**src/verilog/ejmon_pkg.sv**
```systemverilog
package ejmon_pkg;
  localparam int ADDR_W = 8;
  localparam int VAC_W = 10;
  localparam int BCD_W = 36;
  localparam int CLK_NS = 10;
  localparam int MS_NS = 1000000;
  localparam int LEAK_PERIOD_MS = 1000;
  localparam logic [ADDR_W-1:0] OFS_CTRL = 8'h00;
  localparam logic [ADDR_W-1:0] OFS_AIRSAVE = 8'h04;
  localparam logic [ADDR_W-1:0] OFS_PARTLVL = 8'h08;
  localparam logic [ADDR_W-1:0] OFS_LIMITS = 8'h0c;
  localparam logic [ADDR_W-1:0] OFS_ZERO = 8'h10;
  localparam logic [ADDR_W-1:0] OFS_STATUS = 8'h14;
  localparam logic [ADDR_W-1:0] OFS_VACUUM = 8'h18;
  localparam logic [ADDR_W-1:0] OFS_DISP_SEL = 8'h1c;
  localparam logic [ADDR_W-1:0] OFS_DISP_NEXT = 8'h20;
  localparam logic [ADDR_W-1:0] OFS_DISP = 8'h24;
  localparam logic [ADDR_W-1:0] OFS_MEASURE = 8'h28;
  localparam int CTRL_REG_BIT = 0;
  localparam int CTRL_UNIT_LSB = 1;
  localparam int CTRL_FRST_BIT = 8;
  localparam int HI_LSB = 16;
  localparam int DISP_DP_LSB = 12;
  localparam int DISP_GRP_LSB = 16;
  localparam logic [VAC_W-1:0] DEF_SWITCH = 10'h258;
  localparam logic [VAC_W-1:0] DEF_RESUME = 10'h1f4;
  localparam logic [VAC_W-1:0] DEF_PP_ON = 10'h190;
  localparam logic [VAC_W-1:0] DEF_PP_OFF = 10'h12c;
  localparam logic [VAC_W-1:0] DEF_EVAC_LIM = 10'h000;
  localparam logic [VAC_W-1:0] DEF_LEAK_LIM = 10'h000;
  localparam logic [VAC_W-1:0] LIM_MAX = 10'h3e7;
  localparam logic DEF_REGULATED = 1'b1;
  localparam logic [2:0] GOOD_TO_CLEAR = 3'h5;
  localparam logic [9:0] SHOW_HALF_MS = 10'h1f3;
  localparam logic [11:0] SAVE_MASK = 12'h000;
  localparam logic [13:0] MUL_MBAR = 14'h0400;
  localparam logic [13:0] MUL_KPA = 14'h2800;
  localparam logic [13:0] MUL_INHG = 14'h0bd0;
  localparam logic [13:0] MUL_PSI = 14'h05cd;
  localparam int MUL_SHIFT = 10;
  localparam logic [2:0] DP_TOP = 3'h4;
  localparam logic [2:0] DP_MID = 3'h2;
  localparam logic [2:0] DP_NONE = 3'h0;
  localparam logic [1:0] LAST_GRP_CNT = 2'h2;
  localparam logic [1:0] LAST_GRP_PART = 2'h3;
  typedef enum logic [1:0] {
    UNIT_MBAR = 2'b00,
    UNIT_KPA = 2'b01,
    UNIT_INHG = 2'b10,
    UNIT_PSI = 2'b11
  } ejmon_unit_type;
  localparam ejmon_unit_type DEF_UNIT = UNIT_MBAR;
  typedef enum logic [1:0] {
    ITEM_CC1 = 2'b00,
    ITEM_CC2 = 2'b01,
    ITEM_PART = 2'b10,
    ITEM_SERIAL = 2'b11
  } ejmon_item_type;
  typedef enum logic {
    MS_IDLE = 1'b0,
    MS_RUN = 1'b1
  } ejmon_meas_type;
endpackage

```
**src/verilog/ejmon_top.sv**
```systemverilog
// Our own choices: the APB register port and the address map.
module ejmon_top #(
  parameter int MS_CYCLES = ejmon_pkg::MS_NS / ejmon_pkg::CLK_NS,
  // Arbitrary identity values, BCD
  parameter logic [43:0] PART_NUMBER = 44'h12345678901,
  parameter logic [35:0] SERIAL_NUMBER = 36'h123456789
) (
  input wire logic I_MCLK,
  input wire logic I_SRST,
  input wire logic I_PSEL,
  input wire logic I_PENABLE,
  input wire logic I_PWRITE,
  input wire logic [ejmon_pkg::ADDR_W-1:0] I_PADDR,
  input wire logic [31:0] I_PWDATA,
  input wire logic I_SUCTION_CMD,
  input wire logic [ejmon_pkg::VAC_W-1:0] I_VAC_RAW,
  output logic [31:0] O_PRDATA,
  output logic O_PREADY,
  output logic O_PSLVERR,
  output logic O_VALVE_ON,
  output logic O_PART_PRESENT,
  output logic O_EVAC_ERR,
  output logic O_LEAK_ERR,
  output logic O_ERR_SHOW,
  output logic [1:0] O_NV_SAVE,
  output logic [ejmon_pkg::BCD_W-1:0] O_NV_CC1,
  output logic [ejmon_pkg::BCD_W-1:0] O_NV_CC2
);
  localparam int VW = ejmon_pkg::VAC_W;
  localparam int BW = ejmon_pkg::BCD_W;

  // Nine BCD digits: counts straight to 999999999 with no binary divider
  function automatic logic [BW-1:0] bcd_inc(input logic [BW-1:0] v);
    logic c;
    logic [BW-1:0] r;
    c = 1'b1;
    r = v;
    for (int d = 0; d < BW / 4; d++) begin
      if (c) begin
        if (v[4*d +: 4] == 4'h9) begin
          r[4*d +: 4] = 4'h0;
        end else begin
          r[4*d +: 4] = v[4*d +: 4] + 4'h1;
          c = 1'b0;
        end
      end
    end
    return r;
  endfunction

  // Configuration
  logic regulated, next_regulated;
  ejmon_pkg::ejmon_unit_type unit, next_unit;
  logic [VW-1:0] sw_lvl, next_sw_lvl, rs_lvl, next_rs_lvl;
  logic [VW-1:0] pp_on, next_pp_on, pp_off, next_pp_off;
  logic [VW-1:0] evac_lim, next_evac_lim, leak_lim, next_leak_lim;
  logic [VW-1:0] zero_ofs, next_zero_ofs;
  ejmon_pkg::ejmon_item_type item, next_item;
  logic [1:0] grp, next_grp;
  logic [31:0] next_prdata;
  logic next_pready;
  logic wr_acc, rd_set;

  assign wr_acc = I_PSEL && I_PENABLE && O_PREADY && I_PWRITE;

  always_comb begin
    next_regulated = regulated;
    next_unit = unit;
    next_sw_lvl = sw_lvl;
    next_rs_lvl = rs_lvl;
    next_pp_on = pp_on;
    next_pp_off = pp_off;
    next_evac_lim = evac_lim;
    next_leak_lim = leak_lim;
    next_zero_ofs = zero_ofs;
    next_item = item;
    next_grp = grp;
    next_pready = I_PSEL && I_PENABLE && !O_PREADY;
    if (wr_acc) begin
      case (I_PADDR)
        ejmon_pkg::OFS_CTRL: begin
          if (I_PWDATA[ejmon_pkg::CTRL_FRST_BIT]) begin
            // Counters and zero offset deliberately left alone
            next_regulated = ejmon_pkg::DEF_REGULATED;
            next_unit = ejmon_pkg::DEF_UNIT;
            next_sw_lvl = ejmon_pkg::DEF_SWITCH;
            next_rs_lvl = ejmon_pkg::DEF_RESUME;
            next_pp_on = ejmon_pkg::DEF_PP_ON;
            next_pp_off = ejmon_pkg::DEF_PP_OFF;
            next_evac_lim = ejmon_pkg::DEF_EVAC_LIM;
            next_leak_lim = ejmon_pkg::DEF_LEAK_LIM;
          end else begin
            next_regulated = I_PWDATA[ejmon_pkg::CTRL_REG_BIT];
            next_unit = ejmon_pkg::ejmon_unit_type'(
              I_PWDATA[ejmon_pkg::CTRL_UNIT_LSB +: 2]);
          end
        end
        ejmon_pkg::OFS_AIRSAVE: begin
          next_sw_lvl = I_PWDATA[VW-1:0];
          next_rs_lvl = I_PWDATA[ejmon_pkg::HI_LSB +: VW];
        end
        ejmon_pkg::OFS_PARTLVL: begin
          next_pp_on = I_PWDATA[VW-1:0];
          next_pp_off = I_PWDATA[ejmon_pkg::HI_LSB +: VW];
        end
        ejmon_pkg::OFS_LIMITS: begin
          // Out-of-range limits saturate at the top setting
          next_evac_lim = (I_PWDATA[VW-1:0] > ejmon_pkg::LIM_MAX) ?
            ejmon_pkg::LIM_MAX : I_PWDATA[VW-1:0];
          next_leak_lim =
            (I_PWDATA[ejmon_pkg::HI_LSB +: VW] > ejmon_pkg::LIM_MAX) ?
            ejmon_pkg::LIM_MAX : I_PWDATA[ejmon_pkg::HI_LSB +: VW];
        end
        ejmon_pkg::OFS_ZERO: next_zero_ofs = I_PWDATA[VW-1:0];
        ejmon_pkg::OFS_DISP_SEL: begin
          next_item = ejmon_pkg::ejmon_item_type'(I_PWDATA[1:0]);
          next_grp = 2'h0;
        end
        ejmon_pkg::OFS_DISP_NEXT: begin
          // Wraps back to the top group after the last one
          if (grp == ((item == ejmon_pkg::ITEM_PART) ?
              ejmon_pkg::LAST_GRP_PART : ejmon_pkg::LAST_GRP_CNT)) begin
            next_grp = 2'h0;
          end else begin
            next_grp = grp + 2'h1;
          end
        end
        default: ;
      endcase
    end
  end

  always_ff @(posedge I_MCLK) begin
    if (I_SRST) begin
      regulated <= ejmon_pkg::DEF_REGULATED;
      unit <= ejmon_pkg::DEF_UNIT;
      sw_lvl <= ejmon_pkg::DEF_SWITCH;
      rs_lvl <= ejmon_pkg::DEF_RESUME;
      pp_on <= ejmon_pkg::DEF_PP_ON;
      pp_off <= ejmon_pkg::DEF_PP_OFF;
      evac_lim <= ejmon_pkg::DEF_EVAC_LIM;
      leak_lim <= ejmon_pkg::DEF_LEAK_LIM;
      zero_ofs <= '0;
      item <= ejmon_pkg::ITEM_CC1;
      grp <= 2'h0;
      O_PREADY <= 1'b0;
      O_PRDATA <= '0;
      O_PSLVERR <= 1'b0;
    end else begin
      regulated <= next_regulated;
      unit <= next_unit;
      sw_lvl <= next_sw_lvl;
      rs_lvl <= next_rs_lvl;
      pp_on <= next_pp_on;
      pp_off <= next_pp_off;
      evac_lim <= next_evac_lim;
      leak_lim <= next_leak_lim;
      zero_ofs <= next_zero_ofs;
      item <= next_item;
      grp <= next_grp;
      O_PREADY <= next_pready;
      O_PRDATA <= next_prdata;
      O_PSLVERR <= 1'b0;
    end
  end

  // Vacuum after zero-point correction, floored at zero
  logic [VW-1:0] vac;
  assign vac = (I_VAC_RAW > zero_ofs) ? I_VAC_RAW - zero_ofs : '0;

  // Air-saving regulation, part-present and counters
  logic hold, next_hold, next_valve, next_pp, cmd_d, next_cmd_d;
  logic [BW-1:0] cc1, next_cc1, cc2, next_cc2;
  logic [BW-1:0] next_nv1, next_nv2;
  logic [1:0] next_save;

  always_comb begin
    next_cmd_d = I_SUCTION_CMD;
    next_hold = hold;
    if (!I_SUCTION_CMD || !regulated || vac < rs_lvl) begin
      next_hold = 1'b0;
    end else if (vac >= sw_lvl) begin
      next_hold = 1'b1;
    end
    next_valve = I_SUCTION_CMD && !next_hold;
    next_pp = O_PART_PRESENT;
    if (vac >= pp_on) begin
      next_pp = 1'b1;
    end else if (vac < pp_off) begin
      next_pp = 1'b0;
    end
    // No write path reaches the counters at all
    next_cc1 = (I_SUCTION_CMD && !cmd_d) ? bcd_inc(cc1) : cc1;
    next_cc2 = (next_valve && !O_VALVE_ON) ? bcd_inc(cc2) : cc2;
    next_save = 2'b00;
    next_nv1 = O_NV_CC1;
    next_nv2 = O_NV_CC2;
    if (next_cc1 != cc1 && next_cc1[11:0] == ejmon_pkg::SAVE_MASK) begin
      next_save[0] = 1'b1;
      next_nv1 = next_cc1;
    end
    if (next_cc2 != cc2 && next_cc2[11:0] == ejmon_pkg::SAVE_MASK) begin
      next_save[1] = 1'b1;
      next_nv2 = next_cc2;
    end
  end

  always_ff @(posedge I_MCLK) begin
    if (I_SRST) begin
      hold <= 1'b0;
      cmd_d <= 1'b0;
      O_VALVE_ON <= 1'b0;
      O_PART_PRESENT <= 1'b0;
      cc1 <= '0;
      cc2 <= '0;
      O_NV_SAVE <= 2'b00;
      O_NV_CC1 <= '0;
      O_NV_CC2 <= '0;
    end else begin
      hold <= next_hold;
      cmd_d <= next_cmd_d;
      O_VALVE_ON <= next_valve;
      O_PART_PRESENT <= next_pp;
      cc1 <= next_cc1;
      cc2 <= next_cc2;
      O_NV_SAVE <= next_save;
      O_NV_CC1 <= next_nv1;
      O_NV_CC2 <= next_nv2;
    end
  end

  // Millisecond tick and condition monitoring
  logic [31:0] tick_cnt, next_tick_cnt;
  logic ms_tick;
  ejmon_pkg::ejmon_meas_type ev_st, next_ev_st, lk_st, next_lk_st;
  logic [13:0] ev_ms, next_ev_ms, ev_last, next_ev_last, ev_lim_ms;
  logic [VW-1:0] lk_ms, next_lk_ms, lk_start, next_lk_start;
  logic [VW-1:0] lk_drop, lk_last, next_lk_last;
  logic [2:0] ev_good, next_ev_good, lk_good, next_lk_good;
  logic next_evac_err, next_leak_err, lk_end, next_show;
  logic [9:0] show_cnt, next_show_cnt;

  assign ms_tick = (tick_cnt == 32'(MS_CYCLES - 1));
  assign ev_lim_ms = 14'({evac_lim, 3'b000}) + 14'({evac_lim, 1'b0});
  assign lk_drop = (lk_start > vac) ? lk_start - vac : '0;
  assign lk_end = (lk_ms == VW'(ejmon_pkg::LEAK_PERIOD_MS)) || !next_hold;

  always_comb begin
    next_tick_cnt = ms_tick ? 32'h0 : tick_cnt + 32'h1;
    next_ev_st = ev_st;
    next_ev_ms = ev_ms;
    next_ev_last = ev_last;
    next_ev_good = ev_good;
    next_evac_err = O_EVAC_ERR;
    case (ev_st)
      ejmon_pkg::MS_IDLE: begin
        if (I_SUCTION_CMD && next_pp && !O_PART_PRESENT) begin
          next_ev_st = ejmon_pkg::MS_RUN;
          next_ev_ms = 14'h0;
        end
      end
      ejmon_pkg::MS_RUN: begin
        // Saturates so a stalled interval still reads as too long
        if (ms_tick && ev_ms != '1) begin
          next_ev_ms = ev_ms + 14'h1;
        end
        if (!I_SUCTION_CMD || !O_PART_PRESENT) begin
          next_ev_st = ejmon_pkg::MS_IDLE;
        end else if (vac >= sw_lvl) begin
          next_ev_st = ejmon_pkg::MS_IDLE;
          next_ev_last = ev_ms;
          if (evac_lim != '0 && ev_ms > ev_lim_ms) begin
            next_evac_err = 1'b1;
            next_ev_good = 3'h0;
          end else if (O_EVAC_ERR) begin
            next_ev_good = ev_good + 3'h1;
            if (next_ev_good == ejmon_pkg::GOOD_TO_CLEAR) begin
              next_evac_err = 1'b0;
              next_ev_good = 3'h0;
            end
          end
        end
      end
      default: next_ev_st = ejmon_pkg::MS_IDLE;
    endcase
    if (evac_lim == '0) begin
      next_evac_err = 1'b0;
      next_ev_good = 3'h0;
    end
    next_lk_st = lk_st;
    next_lk_ms = lk_ms;
    next_lk_start = lk_start;
    next_lk_last = lk_last;
    next_lk_good = lk_good;
    next_leak_err = O_LEAK_ERR;
    case (lk_st)
      ejmon_pkg::MS_IDLE: begin
        if (regulated && next_hold && !hold) begin
          next_lk_st = ejmon_pkg::MS_RUN;
          next_lk_ms = '0;
          next_lk_start = vac;
        end
      end
      ejmon_pkg::MS_RUN: begin
        if (ms_tick) begin
          next_lk_ms = lk_ms + VW'(1);
        end
        if (!I_SUCTION_CMD) begin
          next_lk_st = ejmon_pkg::MS_IDLE;
        end else if (lk_end) begin
          // Early resume counts the drop so far as the per-second rate
          next_lk_st = ejmon_pkg::MS_IDLE;
          next_lk_last = lk_drop;
          if (leak_lim != '0 && lk_drop > leak_lim) begin
            next_leak_err = 1'b1;
            next_lk_good = 3'h0;
          end else if (O_LEAK_ERR && lk_drop < leak_lim) begin
            next_lk_good = lk_good + 3'h1;
            if (next_lk_good == ejmon_pkg::GOOD_TO_CLEAR) begin
              next_leak_err = 1'b0;
              next_lk_good = 3'h0;
            end
          end
        end
      end
      default: next_lk_st = ejmon_pkg::MS_IDLE;
    endcase
    if (leak_lim == '0) begin
      next_leak_err = 1'b0;
      next_lk_good = 3'h0;
    end
    // Half-second toggle alternates error code and vacuum on the display
    next_show_cnt = show_cnt;
    next_show = O_ERR_SHOW;
    if (!(next_evac_err || next_leak_err)) begin
      next_show_cnt = '0;
      next_show = 1'b0;
    end else if (ms_tick) begin
      next_show_cnt = show_cnt + 10'h1;
      if (show_cnt == ejmon_pkg::SHOW_HALF_MS) begin
        next_show_cnt = '0;
        next_show = !O_ERR_SHOW;
      end
    end
  end

  always_ff @(posedge I_MCLK) begin
    if (I_SRST) begin
      tick_cnt <= '0;
      ev_st <= ejmon_pkg::MS_IDLE;
      ev_ms <= '0;
      ev_last <= '0;
      ev_good <= '0;
      O_EVAC_ERR <= 1'b0;
      lk_st <= ejmon_pkg::MS_IDLE;
      lk_ms <= '0;
      lk_start <= '0;
      lk_last <= '0;
      lk_good <= '0;
      O_LEAK_ERR <= 1'b0;
      show_cnt <= '0;
      O_ERR_SHOW <= 1'b0;
    end else begin
      tick_cnt <= next_tick_cnt;
      ev_st <= next_ev_st;
      ev_ms <= next_ev_ms;
      ev_last <= next_ev_last;
      ev_good <= next_ev_good;
      O_EVAC_ERR <= next_evac_err;
      lk_st <= next_lk_st;
      lk_ms <= next_lk_ms;
      lk_start <= next_lk_start;
      lk_last <= next_lk_last;
      lk_good <= next_lk_good;
      O_LEAK_ERR <= next_leak_err;
      show_cnt <= next_show_cnt;
      O_ERR_SHOW <= next_show;
    end
  end

  // Unit conversion, hundredths of kPa, inHg and psi; mbar whole
  logic [13:0] mul;
  logic [23:0] prod;
  logic [11:0] digits;
  logic [2:0] dp;
  always_comb begin
    case (unit)
      ejmon_pkg::UNIT_KPA: mul = ejmon_pkg::MUL_KPA;
      ejmon_pkg::UNIT_INHG: mul = ejmon_pkg::MUL_INHG;
      ejmon_pkg::UNIT_PSI: mul = ejmon_pkg::MUL_PSI;
      default: mul = ejmon_pkg::MUL_MBAR;
    endcase
    prod = 24'(vac) * 24'(mul);
    dp = (grp == 2'h0) ? ejmon_pkg::DP_TOP :
         (grp == 2'h1) ? ejmon_pkg::DP_MID : ejmon_pkg::DP_NONE;
    case (item)
      ejmon_pkg::ITEM_CC1: digits = cc1[BW-1-12*grp -: 12];
      ejmon_pkg::ITEM_CC2: digits = cc2[BW-1-12*grp -: 12];
      ejmon_pkg::ITEM_SERIAL: digits = SERIAL_NUMBER[BW-1-12*grp -: 12];
      default: begin
        digits = (grp == 2'h0) ? {4'h0, PART_NUMBER[43:36]} :
                 PART_NUMBER[47-12*grp -: 12];
        dp = (grp == 2'h1) ? ejmon_pkg::DP_MID :
             (grp == 2'h2) ? ejmon_pkg::DP_TOP : ejmon_pkg::DP_NONE;
      end
    endcase
    next_prdata = '0;
    rd_set = I_PSEL && I_PENABLE && !O_PREADY && !I_PWRITE;
    if (rd_set) begin
      case (I_PADDR)
        ejmon_pkg::OFS_CTRL: next_prdata = 32'({unit, regulated});
        ejmon_pkg::OFS_AIRSAVE: next_prdata = {6'h0, rs_lvl, 6'h0, sw_lvl};
        ejmon_pkg::OFS_PARTLVL: next_prdata = {6'h0, pp_off, 6'h0, pp_on};
        ejmon_pkg::OFS_LIMITS:
          next_prdata = {6'h0, leak_lim, 6'h0, evac_lim};
        ejmon_pkg::OFS_ZERO: next_prdata = 32'(zero_ofs);
        ejmon_pkg::OFS_STATUS: next_prdata = 32'({O_ERR_SHOW, O_LEAK_ERR,
          O_EVAC_ERR, hold, O_PART_PRESENT, O_VALVE_ON});
        ejmon_pkg::OFS_VACUUM:
          next_prdata = 32'(prod[ejmon_pkg::MUL_SHIFT +: 14]);
        ejmon_pkg::OFS_DISP_SEL: next_prdata = 32'(item);
        ejmon_pkg::OFS_DISP:
          next_prdata = 32'({grp, 1'b0, dp, digits});
        ejmon_pkg::OFS_MEASURE:
          next_prdata = {6'h0, lk_last, 2'h0, ev_last};
        default: next_prdata = '0;
      endcase
    end
  end

  property p_cc_up;
    @(posedge I_MCLK) disable iff (I_SRST)
    cc1 != $past(cc1) |-> cc1 == bcd_inc($past(cc1));
  endproperty
  a_cc_up: assert property (p_cc_up) else $error("cc1 bad step");

  property p_cc1_inc;
    @(posedge I_MCLK) disable iff (I_SRST)
    $rose(I_SUCTION_CMD) |=> cc1 == bcd_inc($past(cc1));
  endproperty
  a_cc1_inc: assert property (p_cc1_inc) else $error("cc1 missed");

  property p_cc2_inc;
    @(posedge I_MCLK) disable iff (I_SRST)
    $rose(O_VALVE_ON) |-> cc2 == bcd_inc($past(cc2));
  endproperty
  a_cc2_inc: assert property (p_cc2_inc) else $error("cc2 missed");

  property p_nv_step;
    @(posedge I_MCLK) disable iff (I_SRST)
    O_NV_SAVE[0] |-> O_NV_CC1[11:0] == 12'h000 && O_NV_CC1 == cc1;
  endproperty
  a_nv_step: assert property (p_nv_step) else $error("bad save");

  property p_evac_off;
    @(posedge I_MCLK) disable iff (I_SRST)
    evac_lim == '0 |=> !O_EVAC_ERR;
  endproperty
  a_evac_off: assert property (p_evac_off) else $error("evac err");

  property p_leak_off;
    @(posedge I_MCLK) disable iff (I_SRST)
    leak_lim == '0 |=> !O_LEAK_ERR;
  endproperty
  a_leak_off: assert property (p_leak_off) else $error("leak err");

  property p_stop;
    @(posedge I_MCLK) disable iff (I_SRST)
    regulated && vac >= sw_lvl && vac >= rs_lvl
      ##1 regulated && vac >= rs_lvl |-> ##1 !O_VALVE_ON;
  endproperty
  a_stop: assert property (p_stop) else $error("valve not off");

  property p_frst;
    @(posedge I_MCLK) disable iff (I_SRST)
    wr_acc && I_PADDR == ejmon_pkg::OFS_CTRL &&
      I_PWDATA[ejmon_pkg::CTRL_FRST_BIT]
      |=> zero_ofs == $past(zero_ofs) && evac_lim == '0;
  endproperty
  a_frst: assert property (p_frst) else $error("factory reset");

  property p_pp;
    @(posedge I_MCLK) disable iff (I_SRST)
    vac >= pp_on |=> O_PART_PRESENT;
  endproperty
  a_pp: assert property (p_pp) else $error("part present");

  property p_part_dp;
    @(posedge I_MCLK) disable iff (I_SRST)
    item == ejmon_pkg::ITEM_PART && grp == 2'h0 && rd_set &&
      I_PADDR == ejmon_pkg::OFS_DISP |=> O_PRDATA[14:12] == 3'h0;
  endproperty
  a_part_dp: assert property (p_part_dp) else $error("part dp");
endmodule

```
**config.mk**
```make
export PLATFORM = sky130hd
export DESIGN_NAME = ejmon_top
export DESIGN_NICKNAME = d
export VERILOG_FILES = /design/src/verilog/ejmon_pkg.sv /design/src/verilog/ejmon_top.sv
export SDC_FILE = /design/constraint.sdc
export NUM_CORES = 1
export LEC_CHECK = 0
export BUFFER_PORTS_ARGS = -buffer_cell sky130_fd_sc_hd__clkbuf_2
export CORE_MARGIN = 2
export CORE_UTILIZATION = 40
export DETAILED_ROUTE_END_ITERATION = 10
export SKIP_LAST_GASP = 1
export SLEW_MARGIN = 5
export SYNTH_ARGS = -nofsm -noshare
export SYNTH_HDL_FRONTEND = slang
export SYNTH_SLANG_ARGS = --single-unit
export TNS_END_PERCENT = 5
```
**constraint.sdc**
```tcl
create_clock -name I_MCLK -period 8.5 [get_ports I_MCLK]
set_clock_uncertainty 0.2 [all_clocks]
set_input_delay 0 -clock I_MCLK [delete_from_list [all_inputs] [get_ports I_MCLK]]
set_output_delay 0 -clock I_MCLK [all_outputs]
set_load 0.005 [all_outputs]
```
==> results.json, run 1 <==
{
  "outcome": "finished, final reports clean",
  "final_common_cell": "dfxtp_1",
  "synth_simple_gate_area_frac": 0.214,
  "grt_pass1_vias": 20206,
  "place_ws_ns": 0.322,
  "period_share": 0.941,
  "syn_to_final_growth_pct": 14.7,
  "peakVddDrop_mv": 0.146,
  "cp_max_fo": 28,
  "netlist_area_sq_um": 22600,
  "finalHoldViolCount": 0,
  "initial_core_util": 0.403,
  "ys_seq_elements": 364,
  "antenna_found_initial": 3,
  "dr.pass1.iters": 7,
  "post_cts.repair.setup_buffers": 0,
  "syn_avg_cell_area_sq_um": 8.21,
  "finalPower_mw": 3.90,
  "coreArea_sq_um": 56200,
  "postSynth.asyncResetShare": 0,
  "worstSetupEndpointType": "flop",
  "critPathKind": "flop to flop",
  "clock-root-buffer": "clkbuf_16",
  "setup_viol": 0,
  "stdcell_count": 3689,
  "ys_types": 82,
  "synth_xor_area_frac": 0.0515,
  "worst_pin_slew_ns": 1.21,
  "cp-start-kind": "flop",
  "slew_headroom": 0.189,
  "synth_compound_area_frac": 0.168,
  "synth_top_family_by_area": "simple AND/OR/NAND/NOR gates",
  "clk_pin_slew_worst_paths_ns": 0.06,
  "fin_ws_ns": 0.501,
  "synthMuxAreaShare": 0.0210,
  "place.gp.congestion": 0.952,
  "report.final.slew_viol_count": 0,
  "initialDrtViolationCount": 1489,
  "cts_tree": "yes",
  "die_area_sq_um": 58500,
  "postLayoutCellArea_sq_um": 26000,
  "synth_flop_cell": "dfxtp_1",
  "tns_ns": 0,
  "synth_fa_ha_area_frac": 0.159,
  "mostFrequentLayoutCells": "dfxtp_1 (364), nor2_1 (321), nand2_1 (248)",
  "arrival_ns": 8.28,
  "synth_cells": 2757,
  "ant_nets": 0,
  "die_w_um": 242,
  "synth_enable_flop_cells": 0,
  "dp_hpwl_mm": 53.1,
  "nets": 3206,
  "place_area_sq_um": 24000,
  "avgRoutedWirePerCell_um": 19.1,
  "detail_route.vias_per_cell": 5.60,
  "crit_required_ns": 8.78,
  "clock_sinks": 364,
  "min_period_ns": 8.00,
  "cellPowerDensity_nw_per_um2": 150,
  "wl_mm": 70.6,
  "yosysWarnings": 0,
  "fmax_mhz": 125,
  "synth-seq-area-share": 0.322,
  "grt_usage": 0.236,
  "io_pins": 169,
  "grt_max_degree": 65,
  "drcViolationCount": 0,
  "die_h_um": 242,
  "maxCapViolations": 0,
  "nFillCells": 5556,
  "drive_gt1_frac": 0.100,
  "leakage_nw": 10.6,
  "cts_buffers": 44,
  "grt_pass1_wl_mm": 111,
  "overflow": 0,
  "vias": 20643,
  "h-tree-depth": 2,
  "clk_latency_ns": 0.58,
  "portBuffers": 148,
  "dpl.cell_count": 3560,
  "clockBufferDepth": 3,
  "hold_class": "primary input to flop",
  "fp-row-count": 87
}
[per-layer routing]
metal / vias up / global-route usage / part of all wire / routed length [um]
met5: - / 0 / 0.00038 / 27
met4: 4 / 0.102 / 0.041 / 2920
met3: 148 / 0.0377 / 0.058 / 4110
met2: 665 / 0.407 / 0.48 / 34000
met1: 9947 / 0.292 / 0.42 / 29500
li1: 9879 / - / - / -
[layout make-up]
| class | count | area (sq um) | area share |
|---|---|---|---|
| clock buffers | 57 | 1220 | 0.0470 |
| flip-flops and latches | 364 | 7290 | 0.281 |
| well taps | 756 | 946 | 0.0364 |
| clock inverters | 19 | 198 | 0.00761 |
| repair buffers | 234 | 1520 | 0.0586 |
| multi-input cells | 2036 | 14000 | 0.538 |
| inverters | 222 | 833 | 0.0321 |
| diodes | 1 | 2.50 | 0.0000963 |
[cells by family (layout without fill, tap and decap cells)]
| group | Yosys count | in the layout |
|---|---|---|
| other | 1 | 9 |
| xor gates and xnor gates | 133 | 133 |
| AOI/OAI and AO/OA | 591 | 591 |
| adders and majority gates | 248 | 248 |
| buffers and inverters | 364 | 532 |
| muxes | 42 | 42 |
| DFF | 364 | 364 |
| and+or+nand+nor | 1014 | 1014 |
[power breakdown]
group	internal (mW)	total, mW	switching [mW]
Clock	1.08	1.86	0.782
Sequential	1.71	1.72	0.00995
Combinational	0.118	0.320	0.202
[registers in the layout, summed over array words and instances (netlist names), 14 cells and up]
signal and count:
ev_last 14, cc1 36, O_PRDATA 25, O_NV_CC1 36, tick_cnt 32, O_NV_CC2 36, ev_ms 14, cc2 36
[cell usage after synthesis, types with 37 or more instances]
cell type	instances	area share
a211oi_1	38	0.013
a21oi_1	180	0.040
a22oi_1	76	0.025
and2_1	38	0.011
and3_1	55	0.015
clkbuf_1	115	0.019
dfxtp_1	364	0.32
fa_1	67	0.059
ha_1	181	0.10
inv_1	221	0.037
nand2_1	248	0.041
nand3_1	95	0.021
nand4_1	37	0.010
nor2_1	325	0.054
nor2b_1	40	0.011
nor3_1	69	0.015
o21ai_0	120	0.027
xnor2_1	83	0.032
xor2_1	50	0.019
[critical path, stage by stage, from the launching register on]
cell       delay, ns
dfxtp_1         0.40
ha_1            0.25
fa_1            0.43
nor2b_1         0.19
o21bai_1        0.10
a21o_1          0.24
a21oi_1         0.16
buf_4           0.29
nand2_1         0.15
inv_1           0.08
buf_4           0.17
nand2_1         0.14
fa_1            0.51
fa_1            0.52
inv_1           0.05
fa_1            0.46
fa_1            0.54
inv_1           0.05
fa_1            0.52
inv_1           0.04
ha_1            0.32
a2111oi_1       0.57
a21oi_1         0.37
o41ai_2         0.47
xnor2_1         0.18
nand2_1         0.16
a31oi_1         0.31
[through the flow]
step / hold slack, ns / util
floorplan: -0.0640 / -
finish: 0.0808 / 0.462
global placement: 0.114 / 0.428
global route: 0.0980 / 0.462
CTS: 0.0363 / 0.462
detailed placement: 0.112 / 0.428
[worst paths after layout]
kind,to,cells after the start,startpoint,slack [ns]
max,O_PRDATA[11],26,zero_ofs[0],0.50
min,lk_start[0],8,I_VAC_RAW[0],0.08
max reg2reg,O_PRDATA[11],26,zero_ofs[0],0.50
min reg2reg,lk_last[4],2,lk_last[4],0.26
[repair_timing]
item                                    4_1_cts  5_1_grt
hold endpoints to repair                    120        0
resized for setup                             0        3
hold buffers                                 52        0
endpoints found under the setup margin        0        3
Note: power is estimated with default switching activity, not from simulation.
==> run 2: changes to the inputs <==
Settings changed: ABC_AREA set to 1, PLACE_DENSITY set to 0.62.
==> results.json, run 2 <==
{
  "post_cts.repair.setup_buffers": 0,
  "place_ws_ns": 1.21,
  "cp_max_fo": 10,
  "synth-seq-area-share": 0.303,
  "cellPowerDensity_nw_per_um2": 152,
  "period_share": 0.867,
  "grt_pass1_wl_mm": 116,
  "switchingPower_mw": 1.09,
  "fp-row-count": 89,
  "ys_types": 62,
  "coreArea_sq_um": 59200,
  "die_h_um": 249,
  "detail_route.vias_per_cell": 5.21,
  "tns_ns": 0,
  "cp-start-kind": "flop",
  "initialDrtViolationCount": 1699,
  "synth_common_cells": "nand2_1 (559), inv_1 (519), nor2_1 (424), dfxtp_1 (364), a21oi_1 (294)",
  "dp_hpwl_mm": 53.7,
  "place.gp.congestion": 0.928,
  "critPathKind": "flop to flop",
  "synth_flop_cell": "dfxtp_1",
  "mostFrequentLayoutCells": "nand2_1 (559), inv_1 (518), nor2_1 (422)",
  "p_comb_frac": 0.105,
  "netlist.area_leader.share": 0.303,
  "startpoint": "zero_ofs[2]",
  "switching_share": 0.263,
  "nets": 3875,
  "rsz0062_at_grt": "no",
  "worst-path-buf-inv": 8,
  "portBuffers": 148,
  "yosysWarnings": 0,
  "vias": 22771,
  "r2r_cells": 36,
  "avgRoutedWirePerCell_um": 16.4,
  "critical_path.top_delay_family": "adder cells",
  "wl_mm": 71.8,
  "yosysTopAreaCell": "dfxtp_1",
  "report.final.slew_viol_count": 0,
  "fmax_mhz": 136,
  "ff2ff_setup_slack_ns": 1.13,
  "syn_avg_cell_area_sq_um": 7.03,
  "cp_slowest_stage_delay_ns": 0.54,
  "peakVddDrop_mv": 0.141,
  "setup_viol": 0,
  "cts_buffers": 44,
  "worst_pin_slew_ns": 1.12,
  "cts_hold_buf": 40,
  "ant_nets": 0,
  "crit_required_ns": 8.74,
  "min_period_ns": 7.37,
  "grt_pass1_vias": 21545,
  "regToRegStartpoint": "zero_ofs[2]",
  "cts_tree": "yes",
  "drive_gt1_frac": 0.0892,
  "final_common_cell": "nand2_1",
  "synth_area_leaders": "dfxtp_1 (30%), ha_1 (9.4%), nand2_1 (8.7%)",
  "place_area_sq_um": 25500,
  "netlist_area_sq_um": 24100,
  "cts.repair.resized": 0,
  "worst_hold_slack_ns": 0.0141,
  "h-tree-depth": 2,
  "fin_ws_ns": 1.13,
  "dr.pass1.iters": 5,
  "hold_class": "primary input to flop",
  "outcome": "finished, final reports clean",
  "clk_latency_ns": 0.60,
  "path_depth": 36,
  "leakage_nw": 12.1,
  "p_seq_frac": 0.423,
  "crit_end": "O_PRDATA[13]",
  "clockBufferDepth": 3,
  "ys_seq_elements": 364,
  "clock_sinks": 364,
  "crit_path_frequent_cell": "inv_1",
  "finalHoldViolCount": 0,
  "antenna_found_initial": 0,
  "drcViolationCount": 0,
  "power.clock.fraction": 0.472,
  "die_area_sq_um": 62200,
  "initial_core_util": 0.406,
  "maxCapViolations": 0,
  "synth_enable_flop_cells": 0,
  "postLayoutCellArea_sq_um": 27300,
  "clock-root-buffer": "clkbuf_16",
  "cp_slowest_cell": "fa_1",
  "grt_max_degree": 100,
  "grt_usage": 0.228,
  "p_int_mw": 3.06,
  "io_pins": 169,
  "syn_to_final_growth_pct": 13.6,
  "postSynth.asyncResetShare": 0,
  "n_antenna_cell": 0,
  "reg2reg_to": "O_PRDATA[13]",
  "synth_cells": 3424,
  "slew_headroom": 0.252,
  "arrival_ns": 7.62,
  "clk_pin_slew_worst_paths_ns": 0.06,
  "overflow": 0,
  "die_w_um": 249,
  "yosysMostFrequentCell": "nand2_1",
  "worstSetupEndpointType": "flop"
}
-- run 2: cell types whose count changed after synthesis, moves of 67 or more --
| cell | change |
|---|---|
| nand3_1 | +71 |
| o21ai_0 | +108 |
| nor2_1 | +99 |
| a22oi_1 | -72 |
| inv_1 | +298 |
| a21oi_1 | +114 |
| xnor2_1 | -67 |
| nand2_1 | +311 |
-- run 2: per-stage QoR --
stage / utilization / cells / power, mW
CTS: 0.462 / 4373 / 4.19
global placement: 0.430 / 4258 / 2.21
finish: 0.462 / 4373 / 4.15
detailed placement: 0.430 / 4258 / 2.21
global route: 0.462 / 4373 / 4.30
floorplan: - / 3431 / 2.08
-- run 2: kinds of logic (layout without fill, tap and decap cells) --
logic type,Yosys count,after routing,synth area share
compound gates,712,712,0.167
simple gates,1384,1384,0.252
buf+inv,655,824,0.106
other cells,1,8,0.000156
flops,364,364,0.303
xor+xnor,60,60,0.0218
fa+ha+maj,248,248,0.150
-- run 2: area by class of cell --
type,instances,area (sq um)
inverters,540,2030
repair buffers,209,1310
clock buffers,59,1240
multi-input cells,2412,14300
fillers,6148,31900
clock inverters,16,244
well taps,773,967
flip-flops and latches,364,7290
-- run 2: worst register-to-register path: cells and delay by family (launching register included) --
kind	cells	cell delay (ns)
DFF	1	0.32
buffers and inverters	8	0.71
and+or+nand+nor	13	1.74
AOI/OAI and AO/OA	8	1.24
adders and majority gates	7	3.00
-- run 2: worst min path at each step --
stage | start | endpoint | cells after the start
2_1_floorplan | I_SUCTION_CMD | cmd_d | 2
3_3_place_gp | I_PENABLE | O_PREADY | 3
3_5_place_dp | I_PENABLE | O_PREADY | 3
4_1_cts | I_VAC_RAW[8] | lk_start[9] | 7
5_1_grt | I_VAC_RAW[9] | lk_start[9] | 7
6_report | I_VAC_RAW[8] | lk_start[9] | 7
-- run 2: metal layers --
metal / routed length [um] / vias up / share of wire / global-route usage
li1: - / 11554 / - / -
met1: 32500 / 10526 / 0.45 / 0.300
met2: 32900 / 543 / 0.46 / 0.378
met3: 3430 / 148 / 0.048 / 0.0261
met4: 2890 / 0 / 0.040 / 0.0945
met5: 0 / - / 0 / 0
-- run 2: power by group through the flow --
stage	clock [mW]	combinational, mW	sequential (mW)
6_report	1.96	0.436	1.75
5_1_grt	2.06	0.490	1.76
4_1_cts	2.00	0.436	1.75
3_5_place_dp	0	0.421	1.79
3_3_place_gp	0	0.419	1.79
2_1_floorplan	0	0.292	1.79
